## config.mk

```make
export PLATFORM = sky130hd
export DESIGN_NAME = sadc_top
export DESIGN_NICKNAME = d
export VERILOG_FILES = /design/src/core/sadc_pkg.sv /design/src/core/sadc_clkdiv.sv /design/src/core/sadc_sar.sv /design/src/core/sadc_top.sv
export SDC_FILE = /design/constraint.sdc
export NUM_CORES = 1
export LEC_CHECK = 0
export BUFFER_PORTS_ARGS = -buffer_cell sky130_fd_sc_hd__buf_2
export CAP_MARGIN = 20
export CORE_ASPECT_RATIO = 1.75
export CORE_MARGIN = 2
export CORE_UTILIZATION = 60
export CTS_CLUSTER_DIAMETER = 100
export DETAILED_ROUTE_END_ITERATION = 8
export GPL_TIMING_DRIVEN = 0
export PLACE_DENSITY_LB_ADDON = 0.12
export SLEW_MARGIN = 20
export SYNTH_ARGS = -nofsm -noshare
export SYNTH_HDL_FRONTEND = slang
export SYNTH_SLANG_ARGS = --single-unit
```

## constraint.sdc

```tcl
create_clock -name pclk -period 3.55 [get_ports pclk]
set_input_delay 0.1775 -clock pclk [delete_from_list [all_inputs] [get_ports pclk]]
set_output_delay 0.1775 -clock pclk [all_outputs]
set_load 0.01 [all_outputs]
```

## src/core/sadc_pkg.sv

```systemverilog
/*
 Shared constants, register map and types of the SAR converter sequencer.
 Assumes a 25 MHz APB clock and a converter front end with eight fixed inputs.
*/
package sadc_pkg;
   localparam int unsigned PCLK_HZ = 25_000_000;
   localparam int unsigned CONV_CLK_MAX_HZ = 18_000_000;
   // Least conversion-clock period, so the divide ratio rounds up.
   localparam int unsigned CONV_DIV = (PCLK_HZ + CONV_CLK_MAX_HZ - 1) / CONV_CLK_MAX_HZ;
   localparam int unsigned CONV_CLKS_MIN = 18;
   localparam int unsigned RES_BITS = 12;
   localparam int unsigned NUM_CH = 8;
   localparam int unsigned SAMPLE_MIN = CONV_CLKS_MIN - RES_BITS;
   localparam int unsigned SAMP_FIELD_W = 4;
   localparam int unsigned SAMP_CNT_W = 5;

   localparam logic [7:0] OFS_CTRL = 8'h00;
   localparam logic [7:0] OFS_CHEN = 8'h04;
   localparam logic [7:0] OFS_SAMPLE = 8'h08;
   localparam logic [7:0] OFS_RANGE = 8'h0c;
   localparam logic [7:0] OFS_STATUS = 8'h10;
   localparam logic [7:0] OFS_MASK = 8'h14;
   localparam logic [7:0] OFS_STATE = 8'h18;
   localparam logic [2:0] OFS_RESULT_BLK = 3'h1;

   localparam int unsigned CTRL_EN_BIT = 0;
   localparam int unsigned CTRL_CONT_BIT = 1;
   localparam int unsigned CTRL_FW_BIT = 2;
   localparam int unsigned CTRL_START_BIT = 3;
   localparam int unsigned CTRL_FWCH_LSB = 4;
   localparam int unsigned RANGE_HI_LSB = 16;
   localparam int unsigned ST_CONV_BIT = 0;
   localparam int unsigned ST_SCAN_BIT = 1;
   localparam int unsigned ST_RANGE_BIT = 2;
   localparam int unsigned NUM_EV = 3;

   localparam logic [7:0] CHEN_RST = 8'h00;
   localparam logic [31:0] SAMPLE_RST = 32'h0000_0000;
   localparam logic [11:0] RANGE_LO_RST = 12'h000;
   localparam logic [11:0] RANGE_HI_RST = 12'hfff;
   localparam logic [2:0] MASK_RST = 3'h0;

   typedef struct packed {
      logic [2:0] fw_ch;
      logic fw;
      logic cont;
      logic en;
   } sadc_ctrl_t;

   typedef struct packed {
      logic sample;
      logic [2:0] ch;
      logic [11:0] dac;
   } sadc_ana_t;

   typedef enum logic [1:0] {
      SAR_IDLE = 2'b00,
      SAR_SAMPLE = 2'b01,
      SAR_CONV = 2'b10
   } sadc_sar_st_t;

   typedef enum logic {
      SEQ_IDLE = 1'b0,
      SEQ_SCAN = 1'b1
   } sadc_seq_st_t;
endpackage : sadc_pkg

```

## src/core/sadc_clkdiv.sv

```systemverilog
/*
 Conversion-clock divider: one-cycle enable pulse every DIV clocks.
 Assumes run is a level from logic on the same clock.
*/
`timescale 1ns/10ps
`default_nettype none
module sadc_clkdiv #(
   parameter int unsigned DIV = 2
) (
   // Clock and reset.
   input wire logic pclk,
   input wire logic presetn,
   // Control and pulse.
   input wire logic run,
   output logic tick
);
   logic [7:0] cnt_reg;

   // The counter holds at zero while stopped, so the first pulse after a start is a full period.
   always_ff @(posedge pclk or negedge presetn) begin
      if (!presetn) begin
         cnt_reg <= 8'h00;
      end else if (!run || cnt_reg == 8'(DIV - 1)) begin
         cnt_reg <= 8'h00;
      end else begin
         cnt_reg <= cnt_reg + 8'h01;
      end
   end

   assign tick = run && (cnt_reg == 8'(DIV - 1));
endmodule : sadc_clkdiv
`default_nettype wire

```

## src/core/sadc_sar.sv

```systemverilog
/*
 Successive-approximation engine: sample window, then one bit per conversion clock.
 Assumes cmp_hi is the comparator decision, sampled on pclk, high when input >= dac.
*/
`timescale 1ns/10ps
`default_nettype none
module sadc_sar
   import sadc_pkg::*;
#(
   parameter int unsigned RES = RES_BITS,
   parameter int unsigned CW = SAMP_CNT_W
) (
   // Clock and reset.
   input wire logic pclk,
   input wire logic presetn,
   // Control.
   input wire logic abort,
   input wire logic tick,
   input wire logic start,
   input wire logic [CW-1:0] samp_len,
   input wire logic cmp_hi,
   // Front end and result.
   output logic sampling,
   output logic [RES-1:0] dac,
   output logic [RES-1:0] result,
   output logic done,
   output logic busy
);
   sadc_sar_st_t state_reg;
   logic [CW-1:0] cnt_reg;
   logic [3:0] bit_reg;
   logic [RES-1:0] code_reg;
   logic [RES-1:0] kept;

   always_comb begin
      kept = code_reg;
      if (!cmp_hi) begin
         kept[bit_reg] = 1'b0;
      end
   end

   always_ff @(posedge pclk or negedge presetn) begin
      if (!presetn) begin
         state_reg <= SAR_IDLE;
         cnt_reg <= '0;
         bit_reg <= 4'h0;
         code_reg <= '0;
      end else if (abort) begin
         state_reg <= SAR_IDLE;
      end else begin
         unique case (state_reg)
            SAR_IDLE: begin
               if (start) begin
                  state_reg <= SAR_SAMPLE;
                  cnt_reg <= samp_len;
               end
            end
            SAR_SAMPLE: begin
               if (tick) begin
                  if (cnt_reg == CW'(1)) begin
                     state_reg <= SAR_CONV;
                     bit_reg <= 4'(RES - 1);
                     code_reg <= RES'(1) << (RES - 1);
                  end else begin
                     cnt_reg <= cnt_reg - CW'(1);
                  end
               end
            end
            SAR_CONV: begin
               if (tick) begin
                  if (bit_reg == 4'h0) begin
                     state_reg <= SAR_IDLE;
                     code_reg <= kept;
                  end else begin
                     code_reg <= kept | (RES'(1) << (bit_reg - 4'h1));
                     bit_reg <= bit_reg - 4'h1;
                  end
               end
            end
            default: state_reg <= SAR_IDLE;
         endcase
      end
   end

   // Result and done come one cycle after the last bit, both from flip-flops.
   always_ff @(posedge pclk or negedge presetn) begin
      if (!presetn) begin
         result <= '0;
         done <= 1'b0;
      end else begin
         done <= !abort && state_reg == SAR_CONV && tick && bit_reg == 4'h0;
         if (!abort && state_reg == SAR_CONV && tick && bit_reg == 4'h0) begin
            result <= kept;
         end
      end
   end

   assign sampling = (state_reg == SAR_SAMPLE);
   assign dac = code_reg;
   assign busy = (state_reg != SAR_IDLE);
endmodule : sadc_sar
`default_nettype wire

```

## src/core/sadc_top.sv

```systemverilog
/*
 SAR converter sequencer with APB register file, eight channels and range interrupt.
 Assumes an APB master on pclk, a clocked comparator and a power controller
 that raises deep_sleep, both on the same clock.
*/
// Added by the designer: register access over APB and the placing of the registers.
// Operation
// - The conversion clock never exceeds 18 MHz and each conversion takes at least 18 of its periods.
// - Results are 12 bits and the rate reaches one million per second at the top clock rate.
// - The input selector picks one of eight fixed channels for the converter.
// - The sequencer walks the enabled channels by itself during a scan.
// - Moving to the next channel costs no conversion clocks.
// - Channels are switched by the sequencer or by a firmware-written channel number.
// - The latest result of each channel is kept in its own buffer.
// - Each channel has its own sample duration, applied whenever it is sampled.
// - Each result is checked against a low and a high limit and a miss raises an interrupt at once.
// - The sample window is programmable to give slow sources time to settle.
// - The converter and sequencer do not run in Deep Sleep.
// - In Deep Sleep the conversion clock source is stopped.
`timescale 1ns/10ps
`default_nettype none
module sadc_top
   import sadc_pkg::*;
#(
   parameter int unsigned DIV = CONV_DIV
) (
   // Clock and reset.
   input wire logic pclk,
   input wire logic presetn,
   // APB slave.
   input wire logic psel,
   input wire logic penable,
   input wire logic pwrite,
   input wire logic [7:0] paddr,
   input wire logic [31:0] pwdata,
   output logic [31:0] prdata,
   output logic pready,
   output logic pslverr,
   // Power and analog front end.
   input wire logic deep_sleep,
   input wire logic cmp_hi,
   output sadc_ana_t ana,
   // Interrupt.
   output logic irq
);
   sadc_ctrl_t ctrl_reg;
   logic [7:0] chen_reg;
   logic [31:0] samp_reg;
   logic [11:0] lo_reg;
   logic [11:0] hi_reg;
   logic [NUM_EV-1:0] status_reg;
   logic [NUM_EV-1:0] status_next;
   logic [NUM_EV-1:0] mask_reg;
   logic [11:0] res_reg [NUM_CH];
   sadc_seq_st_t seq_reg;
   logic [2:0] ch_reg;
   logic err_reg;
   logic irq_reg;

   logic wr_en;
   logic rd_access;
   logic start_wr;
   logic run;
   logic tick;
   logic sar_start;
   logic sar_done;
   logic sar_busy;
   logic sar_sampling;
   logic [11:0] sar_dac;
   logic [11:0] sar_result;
   logic [3:0] first;
   logic [3:0] nxt;
   logic launch_first;
   logic more;
   logic scan_end;
   logic restart;
   logic [2:0] start_ch;
   logic [SAMP_CNT_W-1:0] samp_len;
   logic oor;
   logic [NUM_EV-1:0] ev;
   logic [31:0] rd_val;
   logic rd_err;

   // Lowest enabled channel at or above (incl) or strictly above the given one.
   function automatic logic [3:0] next_en(input logic [7:0] en, input logic [2:0] from,
                                          input logic incl);
      logic [3:0] r;
      r = 4'h0;
      for (int i = NUM_CH - 1; i >= 0; i--) begin
         if (en[i] && (i > int'(from) || (incl && i == int'(from)))) begin
            r = {1'b1, 3'(i)};
         end
      end
      return r;
   endfunction : next_en

   assign wr_en = psel && penable && pwrite;
   assign rd_access = psel && penable && !pwrite;
   assign start_wr = wr_en && paddr == OFS_CTRL && pwdata[CTRL_START_BIT];

   // Divider, converter and sequencer stop while the high-speed clock is gone or the block is disabled.
   assign run = ctrl_reg.en && !deep_sleep;

   // One conversion clock per DIV bus clocks keeps it at or below its top rate.
   sadc_clkdiv #(
      .DIV(DIV)
   ) i_sadc_clkdiv (
      .pclk(pclk),
      .presetn(presetn),
      .run(run),
      .tick(tick)
   );

   // Fixed sample floor plus 12 bit clocks gives at least 18 clocks per result.
   sadc_sar #(
      .RES(RES_BITS),
      .CW(SAMP_CNT_W)
   ) i_sadc_sar (
      .pclk(pclk),
      .presetn(presetn),
      .abort(!run),
      .tick(tick),
      .start(sar_start),
      .samp_len(samp_len),
      .cmp_hi(cmp_hi),
      .sampling(sar_sampling),
      .dac(sar_dac),
      .result(sar_result),
      .done(sar_done),
      .busy(sar_busy)
   );

   // Firmware mode converts the written channel; otherwise the lowest enabled one starts.
   assign first = ctrl_reg.fw ? {chen_reg[ctrl_reg.fw_ch], ctrl_reg.fw_ch}
                              : next_en(chen_reg, 3'h0, 1'b1);
   assign nxt = ctrl_reg.fw ? 4'h0 : next_en(chen_reg, ch_reg, 1'b0);

   // Nothing starts without an enabled channel.
   assign launch_first = seq_reg == SEQ_IDLE && run && start_wr && first[3];
   assign more = sar_done && nxt[3];
   assign scan_end = seq_reg == SEQ_SCAN && sar_done && !nxt[3];
   assign restart = scan_end && ctrl_reg.cont && run && first[3];

   // The next channel is launched in the cycle its predecessor finishes.
   assign sar_start = launch_first || (seq_reg == SEQ_SCAN && more) || restart;
   assign start_ch = (launch_first || restart) ? first[2:0] : nxt[2:0];

   // Per-channel sample field sits on top of the fixed floor.
   assign samp_len = SAMP_CNT_W'(SAMPLE_MIN)
                   + SAMP_CNT_W'(samp_reg[start_ch * SAMP_FIELD_W +: SAMP_FIELD_W]);

   always_ff @(posedge pclk or negedge presetn) begin
      if (!presetn) begin
         seq_reg <= SEQ_IDLE;
         ch_reg <= 3'h0;
      end else begin
         if (sar_start) begin
            ch_reg <= start_ch;
         end
         if (!run) begin
            seq_reg <= SEQ_IDLE;
         end else begin
            unique case (seq_reg)
               SEQ_IDLE: begin
                  if (launch_first) begin
                     seq_reg <= SEQ_SCAN;
                  end
               end
               SEQ_SCAN: begin
                  if (scan_end && !restart) begin
                     seq_reg <= SEQ_IDLE;
                  end
               end
            endcase
         end
      end
   end

   // Each channel keeps its own latest result.
   generate
      for (genvar g = 0; g < NUM_CH; g++) begin : g_res
         always_ff @(posedge pclk or negedge presetn) begin
            if (!presetn) begin
               res_reg[g] <= 12'h000;
            end else if (seq_reg == SEQ_SCAN && sar_done && ch_reg == 3'(g)) begin
               res_reg[g] <= sar_result;
            end
         end
      end
   endgenerate

   // The limit check runs on every result, not at the end of a scan.
   assign oor = sar_result < lo_reg || sar_result > hi_reg;
   assign ev[ST_CONV_BIT] = seq_reg == SEQ_SCAN && sar_done;
   assign ev[ST_SCAN_BIT] = scan_end;
   assign ev[ST_RANGE_BIT] = seq_reg == SEQ_SCAN && sar_done && oor;

   // A read clears only the bits it returned, and a new event wins over the clear.
   always_comb begin
      status_next = status_reg;
      if (rd_access && paddr == OFS_STATUS) begin
         status_next = status_reg & ~prdata[NUM_EV-1:0];
      end
      status_next = status_next | ev;
   end

   always_ff @(posedge pclk or negedge presetn) begin
      if (!presetn) begin
         status_reg <= '0;
         irq_reg <= 1'b0;
      end else begin
         status_reg <= status_next;
         irq_reg <= |(status_next & mask_reg);
      end
   end

   always_ff @(posedge pclk or negedge presetn) begin
      if (!presetn) begin
         ctrl_reg <= '0;
         chen_reg <= CHEN_RST;
         samp_reg <= SAMPLE_RST;
         lo_reg <= RANGE_LO_RST;
         hi_reg <= RANGE_HI_RST;
         mask_reg <= MASK_RST;
      end else if (wr_en) begin
         unique case (paddr)
            OFS_CTRL: begin
               ctrl_reg.en <= pwdata[CTRL_EN_BIT];
               ctrl_reg.cont <= pwdata[CTRL_CONT_BIT];
               ctrl_reg.fw <= pwdata[CTRL_FW_BIT];
               ctrl_reg.fw_ch <= pwdata[CTRL_FWCH_LSB +: 3];
            end
            OFS_CHEN: chen_reg <= pwdata[7:0];
            OFS_SAMPLE: samp_reg <= pwdata;
            OFS_RANGE: begin
               lo_reg <= pwdata[11:0];
               hi_reg <= pwdata[RANGE_HI_LSB +: 12];
            end
            OFS_MASK: mask_reg <= pwdata[NUM_EV-1:0];
            default: begin
            end
         endcase
      end
   end

   always_comb begin
      rd_val = 32'h0000_0000;
      rd_err = 1'b0;
      if (paddr[1:0] != 2'b00) begin
         rd_err = 1'b1;
      end else if (paddr[7:5] == OFS_RESULT_BLK) begin
         rd_val = {20'h00000, res_reg[paddr[4:2]]};
      end else begin
         unique case (paddr)
            OFS_CTRL: begin
               rd_val[CTRL_EN_BIT] = ctrl_reg.en;
               rd_val[CTRL_CONT_BIT] = ctrl_reg.cont;
               rd_val[CTRL_FW_BIT] = ctrl_reg.fw;
               rd_val[CTRL_FWCH_LSB +: 3] = ctrl_reg.fw_ch;
            end
            OFS_CHEN: rd_val[7:0] = chen_reg;
            OFS_SAMPLE: rd_val = samp_reg;
            OFS_RANGE: rd_val = {4'h0, hi_reg, 4'h0, lo_reg};
            OFS_STATUS: rd_val[NUM_EV-1:0] = status_reg;
            OFS_MASK: rd_val[NUM_EV-1:0] = mask_reg;
            OFS_STATE: rd_val[5:0] = {sar_busy, seq_reg == SEQ_SCAN, 1'b0, ch_reg};
            default: rd_err = 1'b1;
         endcase
      end
   end

   // Read data is captured in the setup cycle, so the slave never needs wait states.
   always_ff @(posedge pclk or negedge presetn) begin
      if (!presetn) begin
         prdata <= 32'h0000_0000;
         err_reg <= 1'b0;
      end else if (psel && !penable) begin
         prdata <= pwrite ? 32'h0000_0000 : rd_val;
         err_reg <= rd_err;
      end
   end

   assign pready = 1'b1;
   assign pslverr = psel && penable && err_reg;
   assign irq = irq_reg;

   // The selector follows the sequencer channel during the whole conversion.
   assign ana.sample = sar_sampling;
   assign ana.ch = ch_reg;
   assign ana.dac = sar_dac;
endmodule : sadc_top
`default_nettype wire

```

==> Yosys cells after proc, flatten, opt, wreduce, memory -nomap -nowiden <==
Cells that the tools add are included.
{ "word_totals": {"elab_cells": 223, "reg_bits": 254} }
{ "classes": {"n_eq_ne": 29, "n_bitwise": 9, "n_addsub": 4, "reduce_logical": 71, "shift": 2, "n_lt_le_gt_ge": 13, "n_mux": 65} }
{ "op_table": {"columns": ["cell", "count"], "rows": [
  ["$mux W32", 3],
  ["$mux W12", 7],
  ["$mux W4", 21],
  ["$pmux W24 S2", 1],
  ["$logic_and A1 B1 Y1", 41],
  ["$bmux W12 S3", 1],
  ["$shiftx A32 B6 Y4", 1],
  ["$eq A8 B5 Y1 const B", 3],
  ["$pmux W12 S2", 1],
  ["$pmux W3 S7", 1],
  ["$eq A8 B4 Y1 const B", 2],
  ["$mux W5", 3],
  ["$reduce_and A5 Y1", 3],
  ["$and A12 B12 Y12", 1],
  ["$eq A3 B3 Y1 const B", 4],
  ["$gt A12 B12 Y1", 1],
  ["$gt A3 B3 Y1 const A", 4],
  ["$lt A12 B12 Y1", 1],
  ["$mux W2", 6],
  ["$ne A3 B2 Y1 const B", 4],
  ["$not A12 Y12", 1],
  ["$or A12 B12 Y12", 1],
  ["$shl A1 B4 Y12 const A", 1],
  ["$pmux W2 S5", 1],
  ["other kinds (47)", 80]
]} }

==> Logic depth before layout (Yosys ltp) <==
Gate-level depths: netlist of the first run.
{ "logic_depth": {"depth_word": 21, "mapped_depth": 13, "mapped_depth_nobuf": 11} }

==> Modules after synthesis <==
Synthesis of the first run repeated with hierarchy kept, for this count alone.
{ "unflattened": {"hier_cells": 1079, "area_unflattened_um2": 12974.9} }
{ "by_module_without_submodules": {"columns": ["module", "area_per_inst_um2", "cells_each", "seq_area_each_um2", "n_inst"], "rows": [
  ["sadc_top", 10522.6, 823, 5270.1, 1],
  ["sadc_sar", 2050.7, 216, 900.9, 1],
  ["sadc_clkdiv", 401.6, 40, 200.2, 1]
]} }

==> Least setup slack after synthesis of the first run <==
Ideal clock, no wire load.
{ "synth_path": {"path_kind": "register -> register", "startpoint": "register chen_reg[5]", "endpoint": "register i_sadc_sar.cnt_reg[2]", "required_ps": 3485, "path_slack_ps": 394, "arrival_ps": 3090, "path_stages_with_launch": 14, "path_buffers": 2, "cell_sequence": "dfrtp_1 -> buf_2 -> o21ba_1 -> nor4_1 -> nor4b_2 -> o311a_4 -> mux2i_2 -> buf_6 -> mux2i_1 -> mux2i_1 -> mux2i_1 -> ha_1 -> a21oi_1 -> a22o_1"} }
{ "synth_via": {"elab_chain_len": 18} }
{ "synth_lines": {"columns": ["item", "line_no", "rtl"], "rows": [
  ["from (decl)", "sadc_top.sv:47", "logic [7:0] chen_reg;"],
  ["from (signal assigned)", "sadc_top.sv:233", "OFS_CHEN: chen_reg <= pwdata[7:0];"],
  ["$logic_and A1 B1 Y1", "sadc_top.sv:90", "if (en[i] && (i > int'(from) || (incl && i == int'(from)))) begin"],
  ["$mux W4 (5 in a row)", "sadc_top.sv:90", null],
  ["$mux W4", "sadc_top.sv:136", "assign nxt = ctrl_reg.fw ? 4'h0 : next_en(chen_reg, ch_reg, 1'b0);"],
  ["$logic_not A1 Y1", "sadc_top.sv:141", "assign scan_end = seq_reg == SEQ_SCAN && sar_done && !nxt[3];"],
  ["$logic_and A1 B1 Y1", "sadc_top.sv:141", null],
  ["$logic_and A1 B1 Y1 (3 in a row)", "sadc_top.sv:142", "assign restart = scan_end && ctrl_reg.cont && run && first[3];"],
  ["$logic_or A1 B1 Y1", "sadc_top.sv:146", "assign start_ch = (launch_first || restart) ? first[2:0] : nxt[2:0];"],
  ["$mux W3", "sadc_top.sv:146", null],
  ["$shiftx A32 B6 Y4", "sadc_top.sv:150", "+ SAMP_CNT_W'(samp_reg[start_ch * SAMP_FIELD_W +: SAMP_FIELD_W]);"],
  ["$add A3 B4 Y5", "sadc_top.sv:150", null],
  ["$mux W5", "sadc_sar.sv:53", "if (start) begin"],
  ["$pmux W5 S2", "sadc_sar.sv:51", "unique case (state_reg)"],
  ["to (signal assigned)", "sadc_sar.sv:55", "cnt_reg <= samp_len;"],
  ["to (signal assigned)", "sadc_sar.sv:65", "cnt_reg <= cnt_reg - CW'(1);"],
  ["to (decl)", "sadc_sar.sv:30", "logic [CW-1:0] cnt_reg;"]
]} }
Several ways; a longest one is shown, not always the timed one. The select of a mux whose other input is x is not followed.
A chain may end at the register's enable or synchronous reset.

==> Worst setup path in the final report of the first run <==
Same ends and word-level chain as after synthesis.

==> results.sh, run 1 <==
export IMPL_final_cell_count_no_fill=1486
export IMPL_ff2ff_setup_slack_ns=0.05
export IMPL_ios=98
export IMPL_routed_wl_mm=33.9
export IMPL_coreArea_um2=20800
export IMPL_async_flop_share_pct=100
export IMPL_pre_cts_ws_ns=-0.649
export IMPL_remaining_drc_errors=0
export IMPL_synth_ff_type="dfrtp_1"
export IMPL_fin_util_pct=71.0
export IMPL_grt_max_degree=87
export IMPL_cts_buffers=24
export IMPL_area_growth_pct=17.0
export IMPL_worst_slew_pin_slew_ns=0.953
export IMPL_antennaDiodeCount=0
export IMPL_cts_sink_count=254
export IMPL_nets=1298
export IMPL_yosysTopAreaCell="dfrtp_1"
export IMPL_placed_cell_area_um2=13500
export IMPL_netlist_top_cells_area="dfrtp_1 (48%), mux2_2 (15%), mux4_2 (5.0%)"
export IMPL_clkSlewWorstSetupHoldPaths_ns=0.07
export IMPL_finalHoldViolations=0
export IMPL_drt_iter0_markers=716
export IMPL_dieHeight_um=196
export IMPL_clock_skew_ns=0.0197
export IMPL_dieArea_um2=22300
export IMPL_grtUsageTotal_pct=30.8
export IMPL_ant_nets=0
export IMPL_grt_pass1_wl_mm=52.9
export IMPL_tns_ns=0
export IMPL_port_buffers=94
export IMPL_start_kind="flip-flop"
export IMPL_h_tree_depth=1
export IMPL_ys_seq_elements=254
export IMPL_grt_pass1_vias=9541
export IMPL_antenna_found_initial=0
export IMPL_synth_top_cell_area_share_pct=47.9
export IMPL_clock_path_buffers=3
export IMPL_layout_setup_ws_ns=0.0483
export IMPL_drv_slew=0
export IMPL_gp_congestion=0.912
export IMPL_crit_fanout=10
export IMPL_required_ns=4.02
export IMPL_p_per_area_nw_per_um2=398
export IMPL_dpl_hpwl_mm=24.3
export IMPL_peakVddDrop_mv=0.456
export IMPL_period_share_pct=98.6
export IMPL_yosys_warnings=0
export IMPL_syn_avg_cell_area_um2=12.0
export IMPL_leakage_uw=0.00703
export IMPL_avgViaCountPerCell=6.23
export IMPL_drive_above_1_share_pct=30.2
export IMPL_outcome="finished clean"
export IMPL_wire_per_inst_um=22.8
export IMPL_cts_root_buffer="clkbuf_16"
export IMPL_worstSetupPathType="reg2reg"
export IMPL_slew_headroom_pct=36.5
export IMPL_synth_area_um2=12700
export IMPL_rows=70
export IMPL_holdCritPathClass="in2reg"
export IMPL_grt_overflow=0
export IMPL_dp_cells=1404
export IMPL_finalInstanceArea_um2=14800
export IMPL_num_vias=9262
export IMPL_die_x_um=114
export IMPL_dr_pass1_iters=7
export IMPL_netlist_instances=1055
export IMPL_synth_fp_nets=1137
export IMPL_synth_edf_count=0
export IMPL_cp_end_kind="flip-flop"
export IMPL_layout_min_cycle_time_ns=3.50
export IMPL_max_freq_ghz=0.286
export IMPL_largest_reg_flops=96
export IMPL_initial_utilization_pct=60.7
export IMPL_ys_types=67
export IMPL_finalSetupViolCount=0
export IMPL_insertion_delay_ns=0.54
export IMPL_maxCapViolCount=0
export IMPL_worstPathArrival_ns=3.97
export IMPL_cts_tree="built"
export IMPL_yosysSeqAreaShare_pct=50.3
power by group:
part | internal [µW] | switching, µW
sequential | 2910 | 14.6
combinational | 121 | 177
clock | 1550 | 1120
worst max-delay path: stages, from the launching register on:
cell	delay, ns
dfrtp_1	0.36
buf_2	0.18
o21ba_1	0.24
nor4_4	0.34
nor4b_4	0.29
o311a_4	0.25
mux2i_4	0.30
buf_4	0.17
mux2i_2	0.28
mux2i_1	0.15
mux2i_4	0.32
ha_1	0.30
a21oi_1	0.13
a22o_1	0.14
cell families (layout without fill, tap and decap cells):
family / after synthesis / count (layout) / synth area share, %
compound gates: 189 / 189 / 10.2
xor+xnor: 8 / 8 / 0.554
fa+ha+maj: 35 / 35 / 3.46
buf+inv: 92 / 271 / 2.94
flops: 254 / 254 / 50.3
mux: 241 / 241 / 23.6
other cells: 1 / 1 / 0.0296
simple gates: 235 / 235 / 8.90
Yosys cell counts (2+ instances only):
| master | number |
|---|---|
| dfstp_2 | 12 |
| o211ai_1 | 3 |
| o21ai_1 | 3 |
| mux2i_1 | 37 |
| a32oi_1 | 2 |
| buf_6 | 2 |
| ha_1 | 35 |
| mux2_2 | 174 |
| nand2b_1 | 18 |
| a21o_1 | 10 |
| buf_4 | 2 |
| a31oi_1 | 6 |
| a221oi_1 | 9 |
| xor2_1 | 6 |
| o21ai_0 | 57 |
| nand2_1 | 81 |
| o21bai_1 | 3 |
| nor2b_1 | 11 |
| and2_1 | 4 |
| buf_1 | 11 |
| nor4b_1 | 2 |
| nand3_1 | 16 |
| dfrtp_1 | 242 |
| nor3_1 | 19 |
| a22o_1 | 25 |
| a22oi_1 | 16 |
| o22ai_1 | 2 |
| nand4_1 | 5 |
| a2111oi_0 | 2 |
| nor4_1 | 2 |
| inv_1 | 36 |
| and3_1 | 11 |
| a211o_1 | 2 |
| xnor2_1 | 2 |
| nor2_1 | 54 |
| or3_1 | 2 |
| o31ai_1 | 2 |
| mux4_2 | 28 |
| a222oi_1 | 4 |
| clkbuf_1 | 38 |
| a211oi_1 | 3 |
| buf_2 | 3 |
| a21oi_1 | 29 |
per-stage QoR:
stage | hold slack [ns] | total power [µW]
floorplan | -0.118 | 3090
global placement | 0.417 | 3230
detailed placement | 0.0549 | 3240
CTS | 0.0406 | 5910
global route | 0.0991 | 6060
finish | 0.0846 | 5890
final cells by class:
cell class                      instances  area (µm²)
Multi-Input combinational cell        709        5980
Clock inverter                          6        96.3
Inverter                               36         135
Sequential cell                       254        6370
Fill cell                            1483        6040
Buffer                                 56         240
Timing Repair Buffer                  135         943
Tap cell                              252         315
Clock buffer                           38         723
placed cells by master (no fill, tap or decap), types with 32 or more instances in the layout:
cell,n
buf_2,96
clkbuf_1,45
dfrtp_1,242
dlygate4sd3_1,33
ha_1,35
inv_1,36
mux2_2,174
mux2i_1,32
nand2_1,81
nor2_1,54
o21ai_0,57
routing by layer:
layer / wire [µm] / GRT usage (%) / vias to the layer above
li1: - / - / 4154
met1: 12700 / 36.1 / 4706
met2: 17900 / 55.4 / 311
met3: 1590 / 3.49 / 91
met4: 1800 / 15.6 / 0
met5: 0 / 0 / -
what timing repair did:
action                                  in CTS  in global routing
hold buffers                                33                  0
pin swaps                                    0                  1
endpoints found under the setup margin       5                  3
setup buffers                                3                  2
resized for setup                            7                  5
hold endpoints to repair                   262                  0
path summary, 6_finish.rpt:
check                             from               endpoint  cells past startpoint
max in group asynchronous      presetn             hi_reg[10]                      4
min in group asynchronous      presetn              ch_reg[2]                      2
hold reg to reg             prdata[22]             prdata[22]                      2
hold / removal                  cmp_hi   i_sadc_sar.result[0]                      3
setup / recovery           chen_reg[5]  i_sadc_sar.cnt_reg[2]                     13
setup reg to reg           chen_reg[5]  i_sadc_sar.cnt_reg[2]                     13
No activity file was read; power rests on OpenSTA's default activity.
==> run 2: changes to the inputs <==
RECOVER_POWER = 25   (was not set)
==> run 2 against run 1 <==
Compared with the run above: the run now ends with max-capacitance violations, max-slew violations left; utilization down 0.25 points; first-iteration DRC count up 15%; combinational power down 3%; critical path depth up 1; critical path type unchanged; highest routed layer unchanged.
==> results.sh, run 2 (synthesis results as in run 1) <==
export IMPL_period_share_pct=98.6
export IMPL_violations="max-capacitance violations, max-slew violations"
export IMPL_holdCritPathClass="in2reg"
export IMPL_finalHoldViolations=0
export IMPL_dieArea_um2=22300
export IMPL_hold_ws_ns=0.0714
export IMPL_required_ns=4.02
export IMPL_grt_overflow=0
export IMPL_cts_sink_count=254
export IMPL_largest_reg_flops=96
export IMPL_h_tree_depth=1
export IMPL_num_vias=9301
export IMPL_p_per_area_nw_per_um2=398
export IMPL_clock_skew_ns=0.0199
export IMPL_maxCapViolCount=1
export IMPL_tns_ns=0
export IMPL_port_buffers=94
export IMPL_ios=98
export IMPL_avgViaCountPerCell=6.26
export IMPL_rows=70
export IMPL_cts_root_buffer="clkbuf_16"
export IMPL_drive_above_1_share_pct=30.1
export IMPL_ant_nets=0
export IMPL_nets=1298
export IMPL_leakage_uw=0.00701
export IMPL_pre_cts_ws_ns=-0.649
export IMPL_grt_max_degree=87
export IMPL_start_kind="flip-flop"
export IMPL_dr_pass1_iters=5
export IMPL_area_growth_pct=16.6
export IMPL_finalInstanceArea_um2=14800
export IMPL_worstReg2RegStart="chen_reg[5]"
export IMPL_placed_cell_area_um2=13500
export IMPL_insertion_delay_ns=0.54
export IMPL_hold_path_depth=3
export IMPL_min_from="deep_sleep"
export IMPL_drv_slew=31
export IMPL_crit_fanout=10
export IMPL_cts_buffers=24
export IMPL_cp_startpoint="chen_reg[5]"
export IMPL_gp_congestion=0.912
export IMPL_reg2regPathDepth=14
export IMPL_dpl_hpwl_mm=24.3
export IMPL_max_freq_ghz=0.286
export IMPL_grt_pass1_wl_mm=52.9
export IMPL_drt_iter0_markers=823
export IMPL_wire_per_inst_um=22.8
export IMPL_worstSetupPathType="reg2reg"
export IMPL_layout_setup_ws_ns=0.0498
export IMPL_final_common_cell="dfrtp_1"
export IMPL_mostFrequentLayoutCells="dfrtp_1 (242), mux2_2 (174), buf_2 (96), nand2_1 (81), o21ai_0 (57)"
export IMPL_antennaDiodeCount=0
export IMPL_remaining_drc_errors=0
export IMPL_layout_min_cycle_time_ns=3.50
export IMPL_outcome="finished with violations"
export IMPL_routed_wl_mm=33.9
export IMPL_clkSlewWorstSetupHoldPaths_ns=0.07
export IMPL_antenna_found_initial=0
export IMPL_grtUsageTotal_pct=30.8
export IMPL_slew_headroom_pct=-5.97
export IMPL_initial_utilization_pct=60.7
export IMPL_worst_slew_pin_slew_ns=1.59
export IMPL_num_fill_cells=1489
export IMPL_worstPathArrival_ns=3.97
export IMPL_dieHeight_um=196
export IMPL_finalSetupViolCount=0
export IMPL_cts_tree="built"
export IMPL_grt_pass1_vias=9541
export IMPL_coreArea_um2=20800
export IMPL_clock_path_buffers=3
export IMPL_peakVddDrop_mv=0.457
export IMPL_die_x_um=114
export IMPL_cp_end_kind="flip-flop"
## run 2: cell types whose count changed in the layout (fill, tap and decap cells not counted), sizes merged
cell    previous run  this run
buf              120       117
clkbuf            76        79
## run 2: final cells by class
| cell class | instances | area (µm²) | share of cell area (%) |
|---|---|---|---|
| Inverter | 36 | 135 | 0.916 |
| Timing Repair Buffer | 135 | 892 | 6.05 |
| Multi-Input combinational cell | 709 | 5980 | 40.5 |
| Sequential cell | 254 | 6370 | 43.2 |
| Buffer | 56 | 240 | 1.63 |
| Clock buffer | 38 | 723 | 4.90 |
| Tap cell | 252 | 315 | 2.14 |
| Clock inverter | 6 | 96.3 | 0.653 |
## run 2: timing repair
action,4_1_cts,5_1_grt
hold endpoints to repair,262,0
setup endpoints to repair,5,3
cloned,0,0
buffers inserted,3,2
pin swaps,0,1
resized for setup,7,5
hold buffers,33,0
## run 2: metal layers
| layer | vias up | part of all wire (%) | GRT usage [%] |
|---|---|---|---|
| met1 | 4726 | 37 | 36.1 |
| met3 | 95 | 4.7 | 3.49 |
| met4 | 0 | 5.4 | 15.6 |
| met5 | - | 0 | 0 |
| li1 | 4166 | - | - |
| met2 | 314 | 53 | 55.4 |
## run 2: metrics by stage
step	instances	utilization, %	total power [µW]
6_report	1486	70.8	5870
5_1_grt	1486	70.8	6050
4_1_cts	1484	70.8	5910
3_5_place_dp	1404	64.9	3240
3_3_place_gp	1401	64.5	3230
2_1_floorplan	1055	-	3090
## run 2: power breakdown
part           total, µW  internal [µW]  switching [µW]
Clock               2660           1550            1110
Combinational        290            114             176
Sequential          2930           2910            14.5
Total               5870           4570            1300
## run 2: worst paths after layout
kind	end	slack [ns]
min in group asynchronous	ch_reg[2]	0.59
setup reg to reg	i_sadc_sar.cnt_reg[2]	0.05
hold reg to reg	prdata[25]	0.47
hold / removal	i_sadc_sar.state_reg[0]	0.07
setup / recovery	i_sadc_sar.cnt_reg[2]	0.05
max in group asynchronous	hi_reg[10]	0.80
## run 2: worst max-delay path, cell delays in order, from the launching register on
cell     delay, ns
dfrtp_1       0.36
buf_2         0.18
o21ba_1       0.24
nor4_4        0.34
nor4b_4       0.29
o311a_4       0.25
mux2i_4       0.31
buf_8         0.20
mux2i_2       0.28
mux2i_1       0.13
mux2i_2       0.17
buf_4         0.18
ha_1          0.23
a21oi_1       0.13
a22o_1        0.14
==> run 3: changes to the inputs <==
CAP_MARGIN = 0   (was 20)
CORE_UTILIZATION = 55   (was 60)
clock period = 3.1 ns   (was 3.55 ns; I/O delays follow)
==> run 3 against run 2 <==
Compared with the run above: the run ends with max-capacitance violations, max-slew violations, negative setup slack left; count of clock-buffer cells in the layout decreased by 6; die area increased by 8.8%; utilization decreased by 3.8 points; non-clock buffer count increased by 15; critical path type unchanged; largest cell class unchanged.
==> results.sh, run 3 (synthesis results as in run 1) <==
export IMPL_layout_min_cycle_time_ns=3.22
export IMPL_ios=98
export IMPL_drt_iter0_markers=544
export IMPL_final_common_cell="dfrtp_1"
export IMPL_grtUsageTotal_pct=29.3
export IMPL_finalHoldViolations=0
export IMPL_start_kind="flip-flop"
export IMPL_grt_max_degree=100
export IMPL_clock_path_buffers=3
export IMPL_rows=73
export IMPL_insertion_delay_ns=0.54
export IMPL_clkSlewWorstSetupHoldPaths_ns=0.07
export IMPL_cts_sink_count=254
export IMPL_fin_util_pct=67.0
export IMPL_slowest_stage="dfrtp_1"
export IMPL_nets=1313
export IMPL_worstReg2RegStart="seq_reg"
export IMPL_h_tree_depth=1
export IMPL_cp_end_kind="flip-flop"
export IMPL_worst_slew_pin_slew_ns=1.76
export IMPL_initial_utilization_pct=55.9
export IMPL_mostFrequentLayoutCells="dfrtp_1 (234), mux2_2 (174), buf_2 (95), nand2_1 (80), o21ai_0 (57)"
export IMPL_period_share_pct=104
export IMPL_r2r_end="i_sadc_sar.cnt_reg[2]"
export IMPL_grt_pass1_vias=9559
export IMPL_placed_cell_area_um2=13600
export IMPL_worstSetupPathType="reg2reg"
export IMPL_worstPathArrival_ns=3.63
export IMPL_dr_pass1_iters=5
export IMPL_layout_setup_ws_ns=-0.121
export IMPL_hold_path_endpoint="i_sadc_sar.result[0]"
export IMPL_cts_buffers=24
export IMPL_violations="max-capacitance violations, max-slew violations, negative setup slack"
export IMPL_clock_skew_ns=0.0259
export IMPL_ff2ff_setup_slack_ns=-0.12
export IMPL_rsz0062_at_grt="yes"
export IMPL_die_x_um=119
export IMPL_finalInstanceArea_um2=15200
export IMPL_crit_fanout=8
export IMPL_hold_ws_ns=0.0235
export IMPL_drv_slew=69
export IMPL_reg2regPathDepth=12
export IMPL_drive_above_1_share_pct=33.9
export IMPL_antenna_found_initial=0
export IMPL_wire_per_inst_um=22.6
export IMPL_power_uw=6870
export IMPL_dieHeight_um=205
export IMPL_leakage_uw=0.00717
export IMPL_max_freq_ghz=0.310
export IMPL_min_from="cmp_hi"
export IMPL_grt_pass1_wl_mm=54.7
export IMPL_finalSetupViolCount=3
export IMPL_cts_tree="built"
export IMPL_cts_root_buffer="clkbuf_16"
export IMPL_holdCritPathClass="in2reg"
export IMPL_coreArea_um2=22700
export IMPL_peakVddDrop_mv=0.512
export IMPL_largest_reg_flops=96
export IMPL_critical_path_cell_chain="and2_2, nand2_1, nor4b_4, o311a_4, a21oi_1, a31oi_4, mux2i_1, mux2i_4, buf_12, ha_4, a21oi_2, a22o_1"
export IMPL_gp_congestion=0.901
export IMPL_routed_wl_mm=35.0
export IMPL_cp_startpoint="seq_reg"
export IMPL_dpl_hpwl_mm=24.7
export IMPL_cp_top_family="compound AO/OA/AOI/OAI gates"
export IMPL_required_ns=3.51
export IMPL_ant_nets=0
export IMPL_tns_ns=-0.209
export IMPL_p_per_area_nw_per_um2=452
export IMPL_num_vias=9254
export IMPL_grt_overflow=0
export IMPL_antennaDiodeCount=0
export IMPL_avgViaCountPerCell=5.97
export IMPL_maxCapViolCount=1
export IMPL_dieArea_um2=24300
export IMPL_area_growth_pct=20.0
export IMPL_outcome="finished with violations"
export IMPL_hold_path_depth=3
export IMPL_port_buffers=94
export IMPL_remaining_drc_errors=0
export IMPL_slew_headroom_pct=-17.0
export IMPL_max_stage_delay_ns=0.46
export IMPL_timing_critical_path_buf_inv=1
## run 3: cell count changes in the layout (fill, tap and decap cells not counted), moves of 3 or more
cell / before / now
clkinv_2: 1 / 4
clkbuf_1: 46 / 38
dfrtp_2: 0 / 8
dfrtp_1: 242 / 234
mux2i_4: 3 / 7
buf_4: 6 / 21
## run 3: cell type report
cell class                      instances  area [µm²]
Fill cell                            1765        7470
Sequential cell                       254        6380
Multi-Input combinational cell        709        6130
Timing Repair Buffer                  151        1050
Clock buffer                           32         701
Tap cell                              300         375
Buffer                                 55         249
Clock inverter                         12         158
Inverter                               36         135
## run 3: layer usage
layer,share of wire (%),wire length (µm),track usage (%),vias to the layer above
met5,0,0,0,-
met4,4.8,1680,13.1,0
met3,3.4,1210,3.01,91
met2,54,18700,53.6,262
met1,38,13400,34.7,4710
li1,-,-,-,4191
## run 3: where the power goes
| part | switching [µW] | leakage [µW] | internal (µW) |
|---|---|---|---|
| registers | 17.9 | 0.00345 | 3330 |
| clock network | 1310 | 0.000417 | 1850 |
| logic | 212 | 0.00330 | 151 |
| total | 1540 | 0.00717 | 5330 |
## run 3: stage by stage
step | setup WS [ns] | instances
6_report | -0.121 | 1549
2_1_floorplan | 0.0228 | 1055
5_1_grt | -0.167 | 1549
4_1_cts | -0.0731 | 1542
3_3_place_gp | -2.72 | 1449
3_5_place_dp | -1.01 | 1451
## run 3: worst max path at each step
stage                            end  slack (ns)  cells after the start
2_1_floorplan  i_sadc_sar.cnt_reg[2]        0.02                     13
3_3_place_gp             res_reg[56]       -2.72                      1
3_5_place_dp   i_sadc_sar.cnt_reg[2]       -1.01                     13
4_1_cts        i_sadc_sar.cnt_reg[2]       -0.07                     12
5_1_grt        i_sadc_sar.cnt_reg[2]       -0.17                     13
6_report       i_sadc_sar.cnt_reg[2]       -0.12                     12
## run 3: worst min-delay path: stages
cell and delay, ns:
buf_2 0.13, o21ai_0 0.09, o21ai_0 0.13
## run 3: timing repair
item	in CTS	in global routing
buffers inserted	15	7
hold buffers	33	0
pin swaps	5	2
endpoints found under the hold margin	141	0
endpoints found under the setup margin	5	5
resized for setup	43	10
